<file path="src/design/gate_drv_pkg.sv">
// Constants for the gate driver configuration and fault register bank
package gate_drv_pkg;

    localparam int DATA_W = 12;
    localparam int ADDR_W = 3;
    localparam int FRAME_W = 16;

    // Serial frame layout, first bit shifted in is the read/write bit
    localparam logic [4:0] FRAME_BITS = 5'h10;
    localparam logic [4:0] ADDR_DONE_CNT = 5'h03;
    localparam logic [4:0] DATA_FIRST_CNT = 5'h04;
    localparam logic [4:0] DATA_LAST_CNT = 5'h0F;
    localparam int FRAME_RW_BIT = 15;

    // Register offsets
    localparam logic [2:0] ADDR_CONTROL_CONFIG = 3'h0;
    localparam logic [2:0] ADDR_FULL_SCALE_CURRENT = 3'h1;
    localparam logic [2:0] ADDR_OFF_TIME_CONFIG = 3'h2;
    localparam logic [2:0] ADDR_BLANKING_CONFIG = 3'h3;
    localparam logic [2:0] ADDR_DECAY_CONFIG = 3'h4;
    localparam logic [2:0] ADDR_RESERVED_SLOT = 3'h5;
    localparam logic [2:0] ADDR_GATE_DRIVE_CONFIG = 3'h6;
    localparam logic [2:0] ADDR_FAULT_STATUS = 3'h7;

    // Reset values
    localparam logic [11:0] RST_CONTROL_CONFIG = 12'h301;
    localparam logic [11:0] RST_FULL_SCALE_CURRENT = 12'h0FF;
    localparam logic [11:0] RST_OFF_TIME_CONFIG = 12'h130;
    localparam logic [11:0] RST_BLANKING_CONFIG = 12'h080;
    localparam logic [11:0] RST_DECAY_CONFIG = 12'h010;
    localparam logic [11:0] RST_GATE_DRIVE_CONFIG = 12'hFA5;

    // Implemented bits; reserved bits store nothing and read zero
    localparam logic [11:0] MASK_CONTROL_CONFIG = 12'hF01;
    localparam logic [11:0] MASK_FULL_SCALE_CURRENT = 12'h0FF;
    localparam logic [11:0] MASK_OFF_TIME_CONFIG = 12'h1FF;
    localparam logic [11:0] MASK_BLANKING_CONFIG = 12'h0FF;
    localparam logic [11:0] MASK_DECAY_CONFIG = 12'h7FF;
    localparam logic [11:0] MASK_GATE_DRIVE_CONFIG = 12'hFFF;

    // Field positions
    localparam int MOTOR_ENABLE_BIT = 0;
    localparam int GAIN_LSB = 8;
    localparam int DEAD_TIME_LSB = 10;
    localparam int PULSE_CONTROL_BIT = 8;
    localparam int DECAY_SELECT_LSB = 8;
    localparam int OC_THRESHOLD_LSB = 0;
    localparam int OC_DEGLITCH_LSB = 2;
    localparam int SINK_TIME_LSB = 4;
    localparam int SOURCE_TIME_LSB = 6;
    localparam int SINK_PEAK_LSB = 8;
    localparam int SOURCE_PEAK_LSB = 10;
    localparam int ST_OVERTEMP_BIT = 0;
    localparam int ST_OC_A_BIT = 1;
    localparam int ST_OC_B_BIT = 2;
    localparam int ST_PDF_A_BIT = 3;
    localparam int ST_PDF_B_BIT = 4;
    localparam int ST_UNDERVOLT_BIT = 5;

    // Blanking codes at or below this give the floor time
    localparam logic [7:0] BLANK_FLOOR_CODE = 8'h32;

    typedef enum logic {LINK_IDLE, LINK_SHIFT} link_state_t;

endpackage

</file>
<file path="src/design/gate_driver_config_regs.sv">
// Serial-access configuration and fault status register bank of a dual bridge gate driver
// Behaviour
// - Reset loads every register with its default before any host access.
// - Control bit 0 enables motor outputs; default enabled.
// - Control bits 9-8 select sense gain 5/10/20/40; default 11.
// - Control bits 11-10 select added dead time; default 00.
// - Current-scale bits 7-0 set full-scale current; reset all ones.
// - Off-time bits 7-0 in 525 ns steps; default 0x30.
// - Blanking bits 7-0 in 21 ns steps, floor up to 0x32; default 0x80.
// - Blanking value also sets minimum on-time of each drive phase.
// - Decay-timing bits 7-0 in 525 ns steps; default 0x10.
// - Decay select bits 10-8 pick slow, fast, mixed, auto mixed; default 000.
// - Drive bits 1-0 set overcurrent threshold; default 01.
// - Drive bits 3-2 set overcurrent deglitch time; default 01.
// - Drive bits 5-4 set gate sink drive time; default 10.
// - Drive bits 7-6 set gate source drive time; default 10.
// - Drive bits 9-8 set peak sink current; default 11.
// - Drive bits 11-10 set peak source current; default 11.
// - Status bit 0 follows overtemperature and clears itself.
// - Status bits 1-2 latch overcurrent per channel until written zero.
// - Status bits 3-4 latch predriver fault per channel until written zero.
// - Status bit 5 latches undervoltage; zero write ignored during sleep.
// - Operation resumes alone once supply is back above threshold.
// - Frame is 16 bits: read/write, three address, twelve data; 1 reads.
// - Overcurrent disables that bridge and pulls the fault output low.
module gate_driver_config_regs
    import gate_drv_pkg::*;
(
    input wire logic core_clk_in,
    input wire logic nrst_in,
    input wire logic link_select_in,
    input wire logic link_clock_in,
    input wire logic link_data_in,
    output logic link_data_out,
    input wire logic sleep_request_low_in,
    input wire logic overtemp_in,
    input wire logic undervoltage_in,
    input wire logic chan_a_overcurrent_in,
    input wire logic chan_b_overcurrent_in,
    input wire logic chan_a_predriver_fault_in,
    input wire logic chan_b_predriver_fault_in,
    output logic motor_output_enable_out,
    output logic [1:0] sense_amp_gain_out,
    output logic [1:0] dead_time_select_out,
    output logic [7:0] full_scale_current_out,
    output logic [7:0] fixed_off_time_out,
    output logic pulse_control_select_out,
    output logic [7:0] trip_blanking_time_out,
    output logic [7:0] min_on_time_out,
    output logic [7:0] mixed_decay_time_out,
    output logic [2:0] decay_select_out,
    output logic [1:0] overcurrent_threshold_out,
    output logic [1:0] overcurrent_deglitch_out,
    output logic [1:0] sink_drive_time_out,
    output logic [1:0] source_drive_time_out,
    output logic [1:0] sink_peak_current_out,
    output logic [1:0] source_peak_current_out,
    output logic bridge_a_enable_out,
    output logic bridge_b_enable_out,
    output logic fault_out_low_out
);
    import gate_drv_pkg::*;

    // Sticky flag update: a set in the clearing cycle wins
    function automatic logic sticky_next(input logic flag, input logic set,
                                         input logic clear);
        sticky_next = set | (flag & ~clear);
    endfunction

    // Synchronisers; stage 0 feeds only stage 1, stage 2 is the edge history
    logic [2:0] sel_sync_r;
    logic [2:0] clk_sync_r;
    logic [1:0] din_sync_r;
    logic [1:0] sleep_sync_r;
    logic [1:0] ot_sync_r;
    logic [1:0] uv_sync_r;
    logic [1:0] oca_sync_r;
    logic [1:0] ocb_sync_r;
    logic [1:0] pdfa_sync_r;
    logic [1:0] pdfb_sync_r;

    always_ff @(posedge core_clk_in or negedge nrst_in) begin
        if (!nrst_in) begin
            sel_sync_r <= 3'h0;
            clk_sync_r <= 3'h0;
            din_sync_r <= 2'h0;
            sleep_sync_r <= 2'h0;
            ot_sync_r <= 2'h0;
            uv_sync_r <= 2'h0;
            oca_sync_r <= 2'h0;
            ocb_sync_r <= 2'h0;
            pdfa_sync_r <= 2'h0;
            pdfb_sync_r <= 2'h0;
        end else begin
            sel_sync_r <= {sel_sync_r[1:0], link_select_in};
            clk_sync_r <= {clk_sync_r[1:0], link_clock_in};
            din_sync_r <= {din_sync_r[0], link_data_in};
            sleep_sync_r <= {sleep_sync_r[0], sleep_request_low_in};
            ot_sync_r <= {ot_sync_r[0], overtemp_in};
            uv_sync_r <= {uv_sync_r[0], undervoltage_in};
            oca_sync_r <= {oca_sync_r[0], chan_a_overcurrent_in};
            ocb_sync_r <= {ocb_sync_r[0], chan_b_overcurrent_in};
            pdfa_sync_r <= {pdfa_sync_r[0], chan_a_predriver_fault_in};
            pdfb_sync_r <= {pdfb_sync_r[0], chan_b_predriver_fault_in};
        end
    end

    logic sel_active;
    logic sclk_rise;
    logic sclk_fall;
    logic din_bit;
    logic awake;
    assign sel_active = sel_sync_r[1];
    assign sclk_rise = clk_sync_r[1] & ~clk_sync_r[2];
    assign sclk_fall = ~clk_sync_r[1] & clk_sync_r[2];
    assign din_bit = din_sync_r[1];
    assign awake = sleep_sync_r[1];

    // Serial frame engine
    link_state_t state_r;
    logic [4:0] bit_cnt_r;
    logic [FRAME_W-1:0] rx_r;
    logic [DATA_W-1:0] tx_r;
    logic [DATA_W-1:0] read_word;
    logic [ADDR_W-1:0] live_addr;
    logic [ADDR_W-1:0] frame_addr;
    logic wr_commit;
    logic take_bit;

    assign take_bit = (state_r == LINK_SHIFT) && sclk_rise && (bit_cnt_r < FRAME_BITS);
    assign live_addr = {rx_r[1:0], din_bit};
    assign frame_addr = rx_r[DATA_W +: ADDR_W];
    // Write lands only when a full frame ends with a leading zero
    assign wr_commit = (state_r == LINK_SHIFT) && !sel_active
        && (bit_cnt_r == FRAME_BITS) && !rx_r[FRAME_RW_BIT];

    always_ff @(posedge core_clk_in or negedge nrst_in) begin
        if (!nrst_in) begin
            state_r <= LINK_IDLE;
        end else begin
            unique case (state_r)
                LINK_IDLE: begin
                    if (sel_active) begin
                        state_r <= LINK_SHIFT;
                    end
                end
                LINK_SHIFT: begin
                    if (!sel_active) begin
                        state_r <= LINK_IDLE;
                    end
                end
            endcase
        end
    end

    always_ff @(posedge core_clk_in or negedge nrst_in) begin
        if (!nrst_in) begin
            bit_cnt_r <= 5'h00;
            rx_r <= 16'h0000;
        end else if (state_r == LINK_IDLE) begin
            bit_cnt_r <= 5'h00;
        end else if (take_bit) begin
            bit_cnt_r <= bit_cnt_r + 5'h01;
            rx_r <= {rx_r[FRAME_W-2:0], din_bit};
        end
    end

    // Read data loaded once the address is complete, shifted out on falling edges
    always_ff @(posedge core_clk_in or negedge nrst_in) begin
        if (!nrst_in) begin
            tx_r <= 12'h000;
            link_data_out <= 1'b0;
        end else if (state_r == LINK_IDLE) begin
            tx_r <= 12'h000;
            link_data_out <= 1'b0;
        end else if (take_bit && bit_cnt_r == ADDR_DONE_CNT) begin
            tx_r <= rx_r[2] ? read_word : 12'h000;
        end else if (sclk_fall && bit_cnt_r >= DATA_FIRST_CNT
                     && bit_cnt_r <= DATA_LAST_CNT) begin
            link_data_out <= tx_r[DATA_W-1];
            tx_r <= {tx_r[DATA_W-2:0], 1'b0};
        end
    end

    // Configuration registers
    logic [DATA_W-1:0] ctrl_r;
    logic [DATA_W-1:0] scale_r;
    logic [DATA_W-1:0] off_r;
    logic [DATA_W-1:0] blank_r;
    logic [DATA_W-1:0] decay_r;
    logic [DATA_W-1:0] drive_r;

    always_ff @(posedge core_clk_in or negedge nrst_in) begin
        if (!nrst_in) begin
            ctrl_r <= RST_CONTROL_CONFIG;
            scale_r <= RST_FULL_SCALE_CURRENT;
            off_r <= RST_OFF_TIME_CONFIG;
            blank_r <= RST_BLANKING_CONFIG;
            decay_r <= RST_DECAY_CONFIG;
            drive_r <= RST_GATE_DRIVE_CONFIG;
        end else if (wr_commit) begin
            unique case (frame_addr)
                ADDR_CONTROL_CONFIG: ctrl_r <= rx_r[DATA_W-1:0] & MASK_CONTROL_CONFIG;
                ADDR_FULL_SCALE_CURRENT: scale_r <= rx_r[DATA_W-1:0] & MASK_FULL_SCALE_CURRENT;
                // Host is expected to keep the pulse control bit set
                ADDR_OFF_TIME_CONFIG: off_r <= rx_r[DATA_W-1:0] & MASK_OFF_TIME_CONFIG;
                ADDR_BLANKING_CONFIG: blank_r <= rx_r[DATA_W-1:0] & MASK_BLANKING_CONFIG;
                ADDR_DECAY_CONFIG: decay_r <= rx_r[DATA_W-1:0] & MASK_DECAY_CONFIG;
                ADDR_GATE_DRIVE_CONFIG: drive_r <= rx_r[DATA_W-1:0] & MASK_GATE_DRIVE_CONFIG;
                ADDR_RESERVED_SLOT, ADDR_FAULT_STATUS: begin
                end
            endcase
        end
    end

    // Blanking floor, also used as minimum on-time
    always_ff @(posedge core_clk_in or negedge nrst_in) begin
        if (!nrst_in) begin
            min_on_time_out <= RST_BLANKING_CONFIG[7:0];
        end else if (blank_r[7:0] <= BLANK_FLOOR_CODE) begin
            min_on_time_out <= BLANK_FLOOR_CODE;
        end else begin
            min_on_time_out <= blank_r[7:0];
        end
    end

    // Fault flags
    logic ot_flag_r;
    logic oca_flag_r;
    logic ocb_flag_r;
    logic pdfa_flag_r;
    logic pdfb_flag_r;
    logic uv_flag_r;
    logic status_write;
    assign status_write = wr_commit && (frame_addr == ADDR_FAULT_STATUS);

    always_ff @(posedge core_clk_in or negedge nrst_in) begin
        if (!nrst_in) begin
            ot_flag_r <= 1'b0;
        end else begin
            ot_flag_r <= ot_sync_r[1];
        end
    end

    always_ff @(posedge core_clk_in or negedge nrst_in) begin
        if (!nrst_in) begin
            oca_flag_r <= 1'b0;
            ocb_flag_r <= 1'b0;
        end else begin
            oca_flag_r <= sticky_next(oca_flag_r, oca_sync_r[1],
                                      status_write && !rx_r[ST_OC_A_BIT]);
            ocb_flag_r <= sticky_next(ocb_flag_r, ocb_sync_r[1],
                                      status_write && !rx_r[ST_OC_B_BIT]);
        end
    end

    always_ff @(posedge core_clk_in or negedge nrst_in) begin
        if (!nrst_in) begin
            pdfa_flag_r <= 1'b0;
            pdfb_flag_r <= 1'b0;
        end else begin
            pdfa_flag_r <= sticky_next(pdfa_flag_r, pdfa_sync_r[1],
                                       status_write && !rx_r[ST_PDF_A_BIT]);
            pdfb_flag_r <= sticky_next(pdfb_flag_r, pdfb_sync_r[1],
                                       status_write && !rx_r[ST_PDF_B_BIT]);
        end
    end

    always_ff @(posedge core_clk_in or negedge nrst_in) begin
        if (!nrst_in) begin
            uv_flag_r <= 1'b0;
        end else begin
            uv_flag_r <= sticky_next(uv_flag_r, uv_sync_r[1],
                                     status_write && awake && !rx_r[ST_UNDERVOLT_BIT]);
        end
    end

    // Register read mux; reserved slot and reserved bits read zero
    always_comb begin
        read_word = 12'h000;
        unique case (live_addr)
            ADDR_CONTROL_CONFIG: read_word = ctrl_r;
            ADDR_FULL_SCALE_CURRENT: read_word = scale_r;
            ADDR_OFF_TIME_CONFIG: read_word = off_r;
            ADDR_BLANKING_CONFIG: read_word = blank_r;
            ADDR_DECAY_CONFIG: read_word = decay_r;
            ADDR_RESERVED_SLOT: read_word = 12'h000;
            ADDR_GATE_DRIVE_CONFIG: read_word = drive_r;
            ADDR_FAULT_STATUS: begin
                read_word[ST_OVERTEMP_BIT] = ot_flag_r;
                read_word[ST_OC_A_BIT] = oca_flag_r;
                read_word[ST_OC_B_BIT] = ocb_flag_r;
                read_word[ST_PDF_A_BIT] = pdfa_flag_r;
                read_word[ST_PDF_B_BIT] = pdfb_flag_r;
                read_word[ST_UNDERVOLT_BIT] = uv_flag_r;
            end
        endcase
    end

    // Bridge gating and fault indication
    logic global_ok;
    // Supply and temperature gating follow the live levels, so recovery is automatic
    assign global_ok = ctrl_r[MOTOR_ENABLE_BIT] && awake && !ot_sync_r[1]
        && !uv_sync_r[1];

    always_ff @(posedge core_clk_in or negedge nrst_in) begin
        if (!nrst_in) begin
            bridge_a_enable_out <= 1'b0;
            bridge_b_enable_out <= 1'b0;
            fault_out_low_out <= 1'b1;
        end else begin
            bridge_a_enable_out <= global_ok && !oca_flag_r && !oca_sync_r[1]
                && !pdfa_flag_r && !pdfa_sync_r[1];
            bridge_b_enable_out <= global_ok && !ocb_flag_r && !ocb_sync_r[1]
                && !pdfb_flag_r && !pdfb_sync_r[1];
            fault_out_low_out <= !(ot_sync_r[1] || uv_sync_r[1] || oca_flag_r
                || ocb_flag_r || pdfa_flag_r || pdfb_flag_r
                || oca_sync_r[1] || ocb_sync_r[1]);
        end
    end

    // Setting fields straight from the register flops
    assign motor_output_enable_out = ctrl_r[MOTOR_ENABLE_BIT];
    assign sense_amp_gain_out = ctrl_r[GAIN_LSB +: 2];
    assign dead_time_select_out = ctrl_r[DEAD_TIME_LSB +: 2];
    assign full_scale_current_out = scale_r[7:0];
    assign fixed_off_time_out = off_r[7:0];
    assign pulse_control_select_out = off_r[PULSE_CONTROL_BIT];
    assign trip_blanking_time_out = blank_r[7:0];
    assign mixed_decay_time_out = decay_r[7:0];
    assign decay_select_out = decay_r[DECAY_SELECT_LSB +: 3];
    assign overcurrent_threshold_out = drive_r[OC_THRESHOLD_LSB +: 2];
    assign overcurrent_deglitch_out = drive_r[OC_DEGLITCH_LSB +: 2];
    assign sink_drive_time_out = drive_r[SINK_TIME_LSB +: 2];
    assign source_drive_time_out = drive_r[SOURCE_TIME_LSB +: 2];
    assign sink_peak_current_out = drive_r[SINK_PEAK_LSB +: 2];
    assign source_peak_current_out = drive_r[SOURCE_PEAK_LSB +: 2];

endmodule // gate_driver_config_regs

</file>
<file path="config.mk">
export PLATFORM = sky130hd
export DESIGN_NAME = gate_driver_config_regs
export DESIGN_NICKNAME = d
export VERILOG_FILES = /design/src/design/gate_drv_pkg.sv /design/src/design/gate_driver_config_regs.sv
export SDC_FILE = /design/constraint.sdc
export NUM_CORES = 1
export LEC_CHECK = 0
export BUFFER_PORTS_ARGS = -buffer_cell sky130_fd_sc_hd__buf_2
export CAP_MARGIN = 20
export CORE_ASPECT_RATIO = 0.6
export CORE_MARGIN = 10
export CORE_UTILIZATION = 60
export DETAILED_ROUTE_END_ITERATION = 8
export PLACE_DENSITY = 0.83
export SETUP_SLACK_MARGIN = 0.2
export SLEW_MARGIN = 20
export SYNTH_ARGS = -nofsm -noshare
export SYNTH_HDL_FRONTEND = slang
export SYNTH_SLANG_ARGS = --single-unit
</file>
<file path="constraint.sdc">
create_clock -name core_clk_in -period 5.96 [get_ports core_clk_in]
set_input_delay 0 -clock core_clk_in [delete_from_list [all_inputs] [get_ports core_clk_in]]
set_output_delay 0 -clock core_clk_in [all_outputs]
set_load 0.03 [all_outputs]
</file>
* Yosys cells after proc, flatten, opt, wreduce, memory -nomap -nowiden
Cells that the tools add are included.
** Word-level totals
- Register bits :: 126
- Logic and storage cells :: 148
- Bits of input ports :: 12
- Output and inout bits :: 65
** Operators by class
- $add $sub $neg :: 1
- Magnitude comparators :: 4
- Multiplexer cells :: 13
- Reductions and logical operators :: 61
- Bitwise operators :: 19
- Equality and inequality tests :: 19
** Operators with widths (number)
- 12-bit 2-to-1 mux :: 4
- 6-bit case mux with 8 select lines :: 1
- 6-bit case mux with 6 select lines :: 1
- 1-bit logical AND :: 26
- 3-bit == test, second input constant :: 7
- 1-bit zero test :: 18
- 2-bit AND reduction :: 8
- 3-bit by 2-bit == test with 1-bit output, second input constant :: 4
- 5-bit 2-to-1 mux :: 2
- 8-bit by 6-bit <= comparator with 1-bit output, second input constant :: 1
- 8-bit 2-to-1 mux :: 1
- 1-bit AND :: 7
- 1-bit logical OR :: 7
- 1-bit NOT :: 7
- 3-bit by 1-bit == test with 1-bit output, second input constant :: 2
- 3-bit zero test :: 2
- 5-bit by 1-bit adder with 5-bit output, second input constant :: 1
- 5-bit by 2-bit == test with 1-bit output, second input constant :: 1
- 5-bit == test, second input constant :: 1
- 5-bit by 3-bit >= comparator with 1-bit output, second input constant :: 1
- 5-bit by 4-bit <= comparator with 1-bit output, second input constant :: 1
- 5-bit less-than comparator, second input constant :: 1
- 1-bit OR :: 5
- 1-bit 2-to-1 mux :: 4
- other kinds (3) :: 4

* Logic depth before layout (Yosys ltp)
- Word-level depth :: 10
- Depth in mapped cells :: 9
- Depth with buffers taken out :: 8

* Worst setup path before layout
Ideal clock, no wire load.
- Path kind :: register to register
- Start :: register bit_cnt_r[0]
- End :: register tx_r[1]
- Period minus slack after synthesis :: 2076 ps
- Arrival :: 1948 ps
- Path buffers :: 1
- Stages on the path, launching flop included :: 10
- Slack :: 3884 ps
- Required time :: 5832 ps
- Setup time :: 128 ps
- Cell sequence :: dfrtp_1 -> ha_1 -> and3_1 -> ha_1 -> nor2b_1 -> nor4b_1 -> o31a_1 -> buf_4 -> mux2i_1 -> o22ai_1
** On the way
- Longest elaborated chain between the ends :: 5
- Elaborated cells on any way between the ends :: 11
- Classes of those cells :: 3 x order compare; 2 x eq/ne; 2 x mux; 4 x reduce/logical
** Ends and longest elaborated chain
- start: declaration :: RTL line gate_driver_config_regs.sv:121 : logic [4:0] bit_cnt_r;
- start signal: assignment :: RTL line gate_driver_config_regs.sv:163 : bit_cnt_r <= bit_cnt_r + 5'h01;
- 5-bit less-than comparator :: RTL line gate_driver_config_regs.sv:130 : assign take_bit = (state_r == LINK_SHIFT) && sclk_rise && (bit_cnt_r < FRAME_BITS);
- 1-bit logical AND :: RTL line gate_driver_config_regs.sv:130
- 1-bit logical AND :: RTL line gate_driver_config_regs.sv:176 : end else if (take_bit && bit_cnt_r == ADDR_DONE_CNT) begin
- 12-bit 2-to-1 mux :: RTL line gate_driver_config_regs.sv:176
- 12-bit 2-to-1 mux :: RTL line gate_driver_config_regs.sv:173 : end else if (state_r == LINK_IDLE) begin
- end signal: assignment :: RTL line gate_driver_config_regs.sv:177 : tx_r <= rx_r[2] ? read_word : 12'h000;
- end signal: assignment :: RTL line gate_driver_config_regs.sv:181 : tx_r <= {tx_r[DATA_W-2:0], 1'b0};
- end: declaration :: RTL line gate_driver_config_regs.sv:123 : logic [DATA_W-1:0] tx_r;
Parallel ways exist; a longest one is shown, timed or not.
A chain may end at the register's enable or synchronous reset.

* Worst setup path after layout
- Start :: register bit_cnt_r[2]
- End :: register drive_r[6]
** On the way
- Longest elaborated chain between the ends :: 4
** Ends and longest elaborated chain
- 5-bit == test :: RTL line gate_driver_config_regs.sv:135 : && (bit_cnt_r == FRAME_BITS) && !rx_r[FRAME_RW_BIT];
- 1-bit logical AND (2 in a row) :: RTL line gate_driver_config_regs.sv:135
- 2-bit AND reduction (no line)
- end signal: assignment :: RTL line gate_driver_config_regs.sv:209 : ADDR_GATE_DRIVE_CONFIG: drive_r <= rx_r[DATA_W-1:0] & MASK_GATE_DRIVE_CONFIG;
- end: declaration :: RTL line gate_driver_config_regs.sv:191 : logic [DATA_W-1:0] drive_r;
No other way between the ends.

==> insert_results.sql <==
INSERT INTO impl_metrics (metric_group, metric, value, unit) VALUES
('outcome', 'outcome', 'complete, no violations', ''),
('place', 'detailedPlacementHpwl', '8.985', 'mm'),
('synth', 'ys_async_sr_fraction', '1.000', ''),
('place', 'final_weighted_congestion_in_routability_driven_placement', '0.8648', ''),
('hold_path', 'timing.hold.worst.class', 'in2async', ''),
('sta', 'layout_worst_path_cycle_share', '0.4372', ''),
('routing', 'route.top_layer_used', 'met4', ''),
('routing', 'route.antenna.remaining_nets', '0', ''),
('setup_path', 'worstPathArrival', '2.90', 'ns'),
('synth', 'yosysSeqAreaShare', '0.5999', ''),
('synth', 'ys_dominant_reg_cell', 'sky130_fd_sc_hd__dfrtp_1', ''),
('pwr', 'p_clk_frac', '0.502', ''),
('floorplanning', 'boundaryPins', '77', ''),
('synth', 'ys_types', '53', ''),
('pwr', 'pwr_density_cell', '319.6', 'nW/um^2'),
('pwr', 'power.share.sequential', '0.449', ''),
('setup_path', 'type_of_element_capturing_the_critical_path', 'flip-flop', ''),
('run', 'maxCapViolCount', '0', ''),
('finish', 'drive_above_1_share', '0.3809', ''),
('synth', 'synth_enable_flop_cells', '0', ''),
('place', 'portBuffers', '76', ''),
('cts', 'cts_inserted_buffers', '17', ''),
('pwr', 'peakVddDrop', '0.0002464', 'V'),
('global_routing', 'overflow', '0', ''),
('floorplanning', 'fp.dieH', '92.87', 'um'),
('floorplanning', 'floorplan.initialDensity', '0.6206', ''),
('routing', 'detailedRoute.firstPassIterationCount', '5', ''),
('pwr', 'power_leakage', '0.003075', 'uW'),
('finish', 'nets', '535', ''),
('global_routing', 'grt_usage', '0.2082', ''),
('cts', 'ctsLongestPathBuffers', '2', ''),
('floorplanning', 'placement_rows', '26', ''),
('cts', 'cts_num_sinks', '126', ''),
('synth', 'post-synth-top-area-cell', 'sky130_fd_sc_hd__dfrtp_1', ''),
('cts', 'cts_resized', '0', ''),
('sta', 'slew_headroom', '0.3331', ''),
('routing', 'wl_met3', '1.292', 'mm'),
('sta', 'final_max_slew_viol_count', '0', ''),
('routing', 'number_of_vias_per_cell_after_detailed_routing', '5.927', ''),
('global_routing', 'grt_max_degree', '85', ''),
('sta', 'grt_setup_unrepaired', 'false', ''),
('finish', 'layout-area-overhead-vs-synth', '21.87', '%'),
('routing', 'routedWlPerCell', '20.54', 'um'),
('pwr', 'power.internal', '1585', 'uW'),
('setup_path', 'required', '6.25', 'ns'),
('routing', 'residual_drc_count', '0', ''),
('sta', 'timing.final.crit_period', '2.606', 'ns'),
('synth', 'synth.cell_area', '5310', 'um^2'),
('sta', 'finalHoldViolCount', '0', ''),
('floorplanning', 'fp.coreArea', '8556', 'um^2'),
('cts', 'root_buffer', 'sky130_fd_sc_hd__clkbuf_16', ''),
('sta', 'setup_slack', '3.354', 'ns'),
('synth', 'syn-num-nets', '450', ''),
('global_routing', 'antenna_found_initial', '0', ''),
('setup_path', 'timing.critical_path.cells', 'nor4_1 -> and4_4 -> nand4b_1 -> mux2_2', ''),
('synth', 'yosys-top-cells-count', 'sky130_fd_sc_hd__dfrtp_1 (100), sky130_fd_sc_hd__nand2_1 (68), sky130_fd_sc_hd__mux2_2 (51)', ''),
('synth', 'postSynthCellCount', '435', ''),
('pwr', 'power.net_switching', '483.3', 'uW'),
('synth', 'synthMostInstantiatedCell', 'sky130_fd_sc_hd__dfrtp_1', ''),
('cts', 'clock_tree_from_tritoncts', 'done', ''),
('setup_path', 'crit_slowest_cell', 'sky130_fd_sc_hd__nand4b_1', ''),
('sta', 'transition_time_at_the_pin_with_the_least_slew_margin', '0.9951', 'ns'),
('synth', 'synthDominantCellAreaShare', '0.4713', ''),
('routing', 'detailedRoute.firstIterationViolations', '437', ''),
('global_routing', 'grt_first_pass_wirelength', '21.45', 'mm'),
('global_routing', 'grt_pass1_vias', '3990', ''),
('finish', 'final_area', '6471', 'um^2'),
('routing', 'via_count', '3823', ''),
('sta', 'final.hold.worst_slack', '0.1023', 'ns'),
('routing', 'routed-wl-met2', '6.014', 'mm'),
('finish', 'layout.core_utilization', '0.7564', '');
through the flow:
stage	cells	total power, uW
detailed placement	602	1034
floorplan	435	982.6
global route	645	2123
global placement	602	1029
finish	645	2068
CTS	645	2073
power by group through the flow:
stage               sequential [uW]  combinational [uW]  clock, uW
floorplan                       910                72.7          0
CTS                             927                 100       1050
global placement                938                90.4          0
finish                          929                 101       1040
global route                    932                 112       1080
detailed placement              940                93.9          0
registers in the layout (all words and copies together) (netlist names), 8 cells and up:
| register | cells |
|---|---|
| drive_r | 12 |
| blank_r | 8 |
| rx_r | 16 |
| tx_r | 12 |
| scale_r | 8 |
| min_on_time_out | 8 |
| off_r | 9 |
| decay_r | 11 |
cell families (layout without fill, tap and decap cells):
logic type | count (synthesis) | after routing | synth area share
fa+ha+maj | 3 | 3 | 0.007070
buf+inv | 32 | 130 | 0.02710
xor+xnor | 3 | 3 | 0.004949
simple gates | 142 | 142 | 0.1348
compound gates | 54 | 54 | 0.06338
flops | 126 | 126 | 0.5999
mux | 75 | 75 | 0.1628
area by class of cell:
type	instances	area [um^2]
sequential	126	3186
fill	553	2085
multi-input combinational	277	1992
timing repair buffer	90	519.2
clock buffer	22	494.2
tap	112	140.1
clock inverter	10	110.1
inverter	8	30.03
cells in the final DEF (no fill, tap or decap), drive strengths merged, types with 2 or more instances in the layout:
cell	instances
nor3	4
nor3b	3
a21oi	13
dfstp	26
or2	2
a221oi	2
dlygate4sd3	11
xnor2	2
o22ai	4
mux4	4
o211ai	2
or3	7
ha	3
inv	7
buf	79
mux2i	20
a31oi	4
clkinv	5
nor2b	6
nor4	2
dfrtp	100
nor4b	2
nand3	9
mux2	51
nor2	16
nand4	2
clkbuf	22
nand2	68
nand2b	9
bufinv	2
o21ai	17
and3	3
and2	5
a211oi	3
o31ai	3
clkinvlp	4
repair_timing:
item                                   in CTS  in global routing
hold buffers                               11                  0
endpoints found under the hold margin      52                  0
setup buffers                               0                  0
critical path, delay by kind of cell (launching register included):
kind | cells | cell delay (ns)
AND/OR/NAND/NOR | 3 | 1.44
multiplexers | 1 | 0.59
flip-flops | 1 | 0.45
metal layers:
| metal | GRT usage | vias up |
|---|---|---|
| met5 | 0 | - |
| met4 | 0.05847 | 0 |
| met3 | 0.09485 | 13 |
| met2 | 0.3072 | 174 |
| met1 | 0.2716 | 1942 |
| li1 | - | 1694 |
worst paths after layout:
kind / from / endpoint / slack (ns) / cells past startpoint
min in group core_clk_in: chan_a_overcurrent_in / oca_sync_r[0] / 0.22 / 2
max in group asynchronous: nrst_in / decay_r[9] / 4.74 / 3
worst max-delay path: bit_cnt_r[2] / drive_r[6] / 3.35 / 4
worst min-delay path: nrst_in / min_on_time_out[4] / 0.10 / 2
worst min register to register: oca_sync_r[0] / oca_sync_r[1] / 0.34 / 0
worst max register to register: bit_cnt_r[2] / drive_r[6] / 3.35 / 4
No activity file was read; power rests on OpenSTA's default activity.
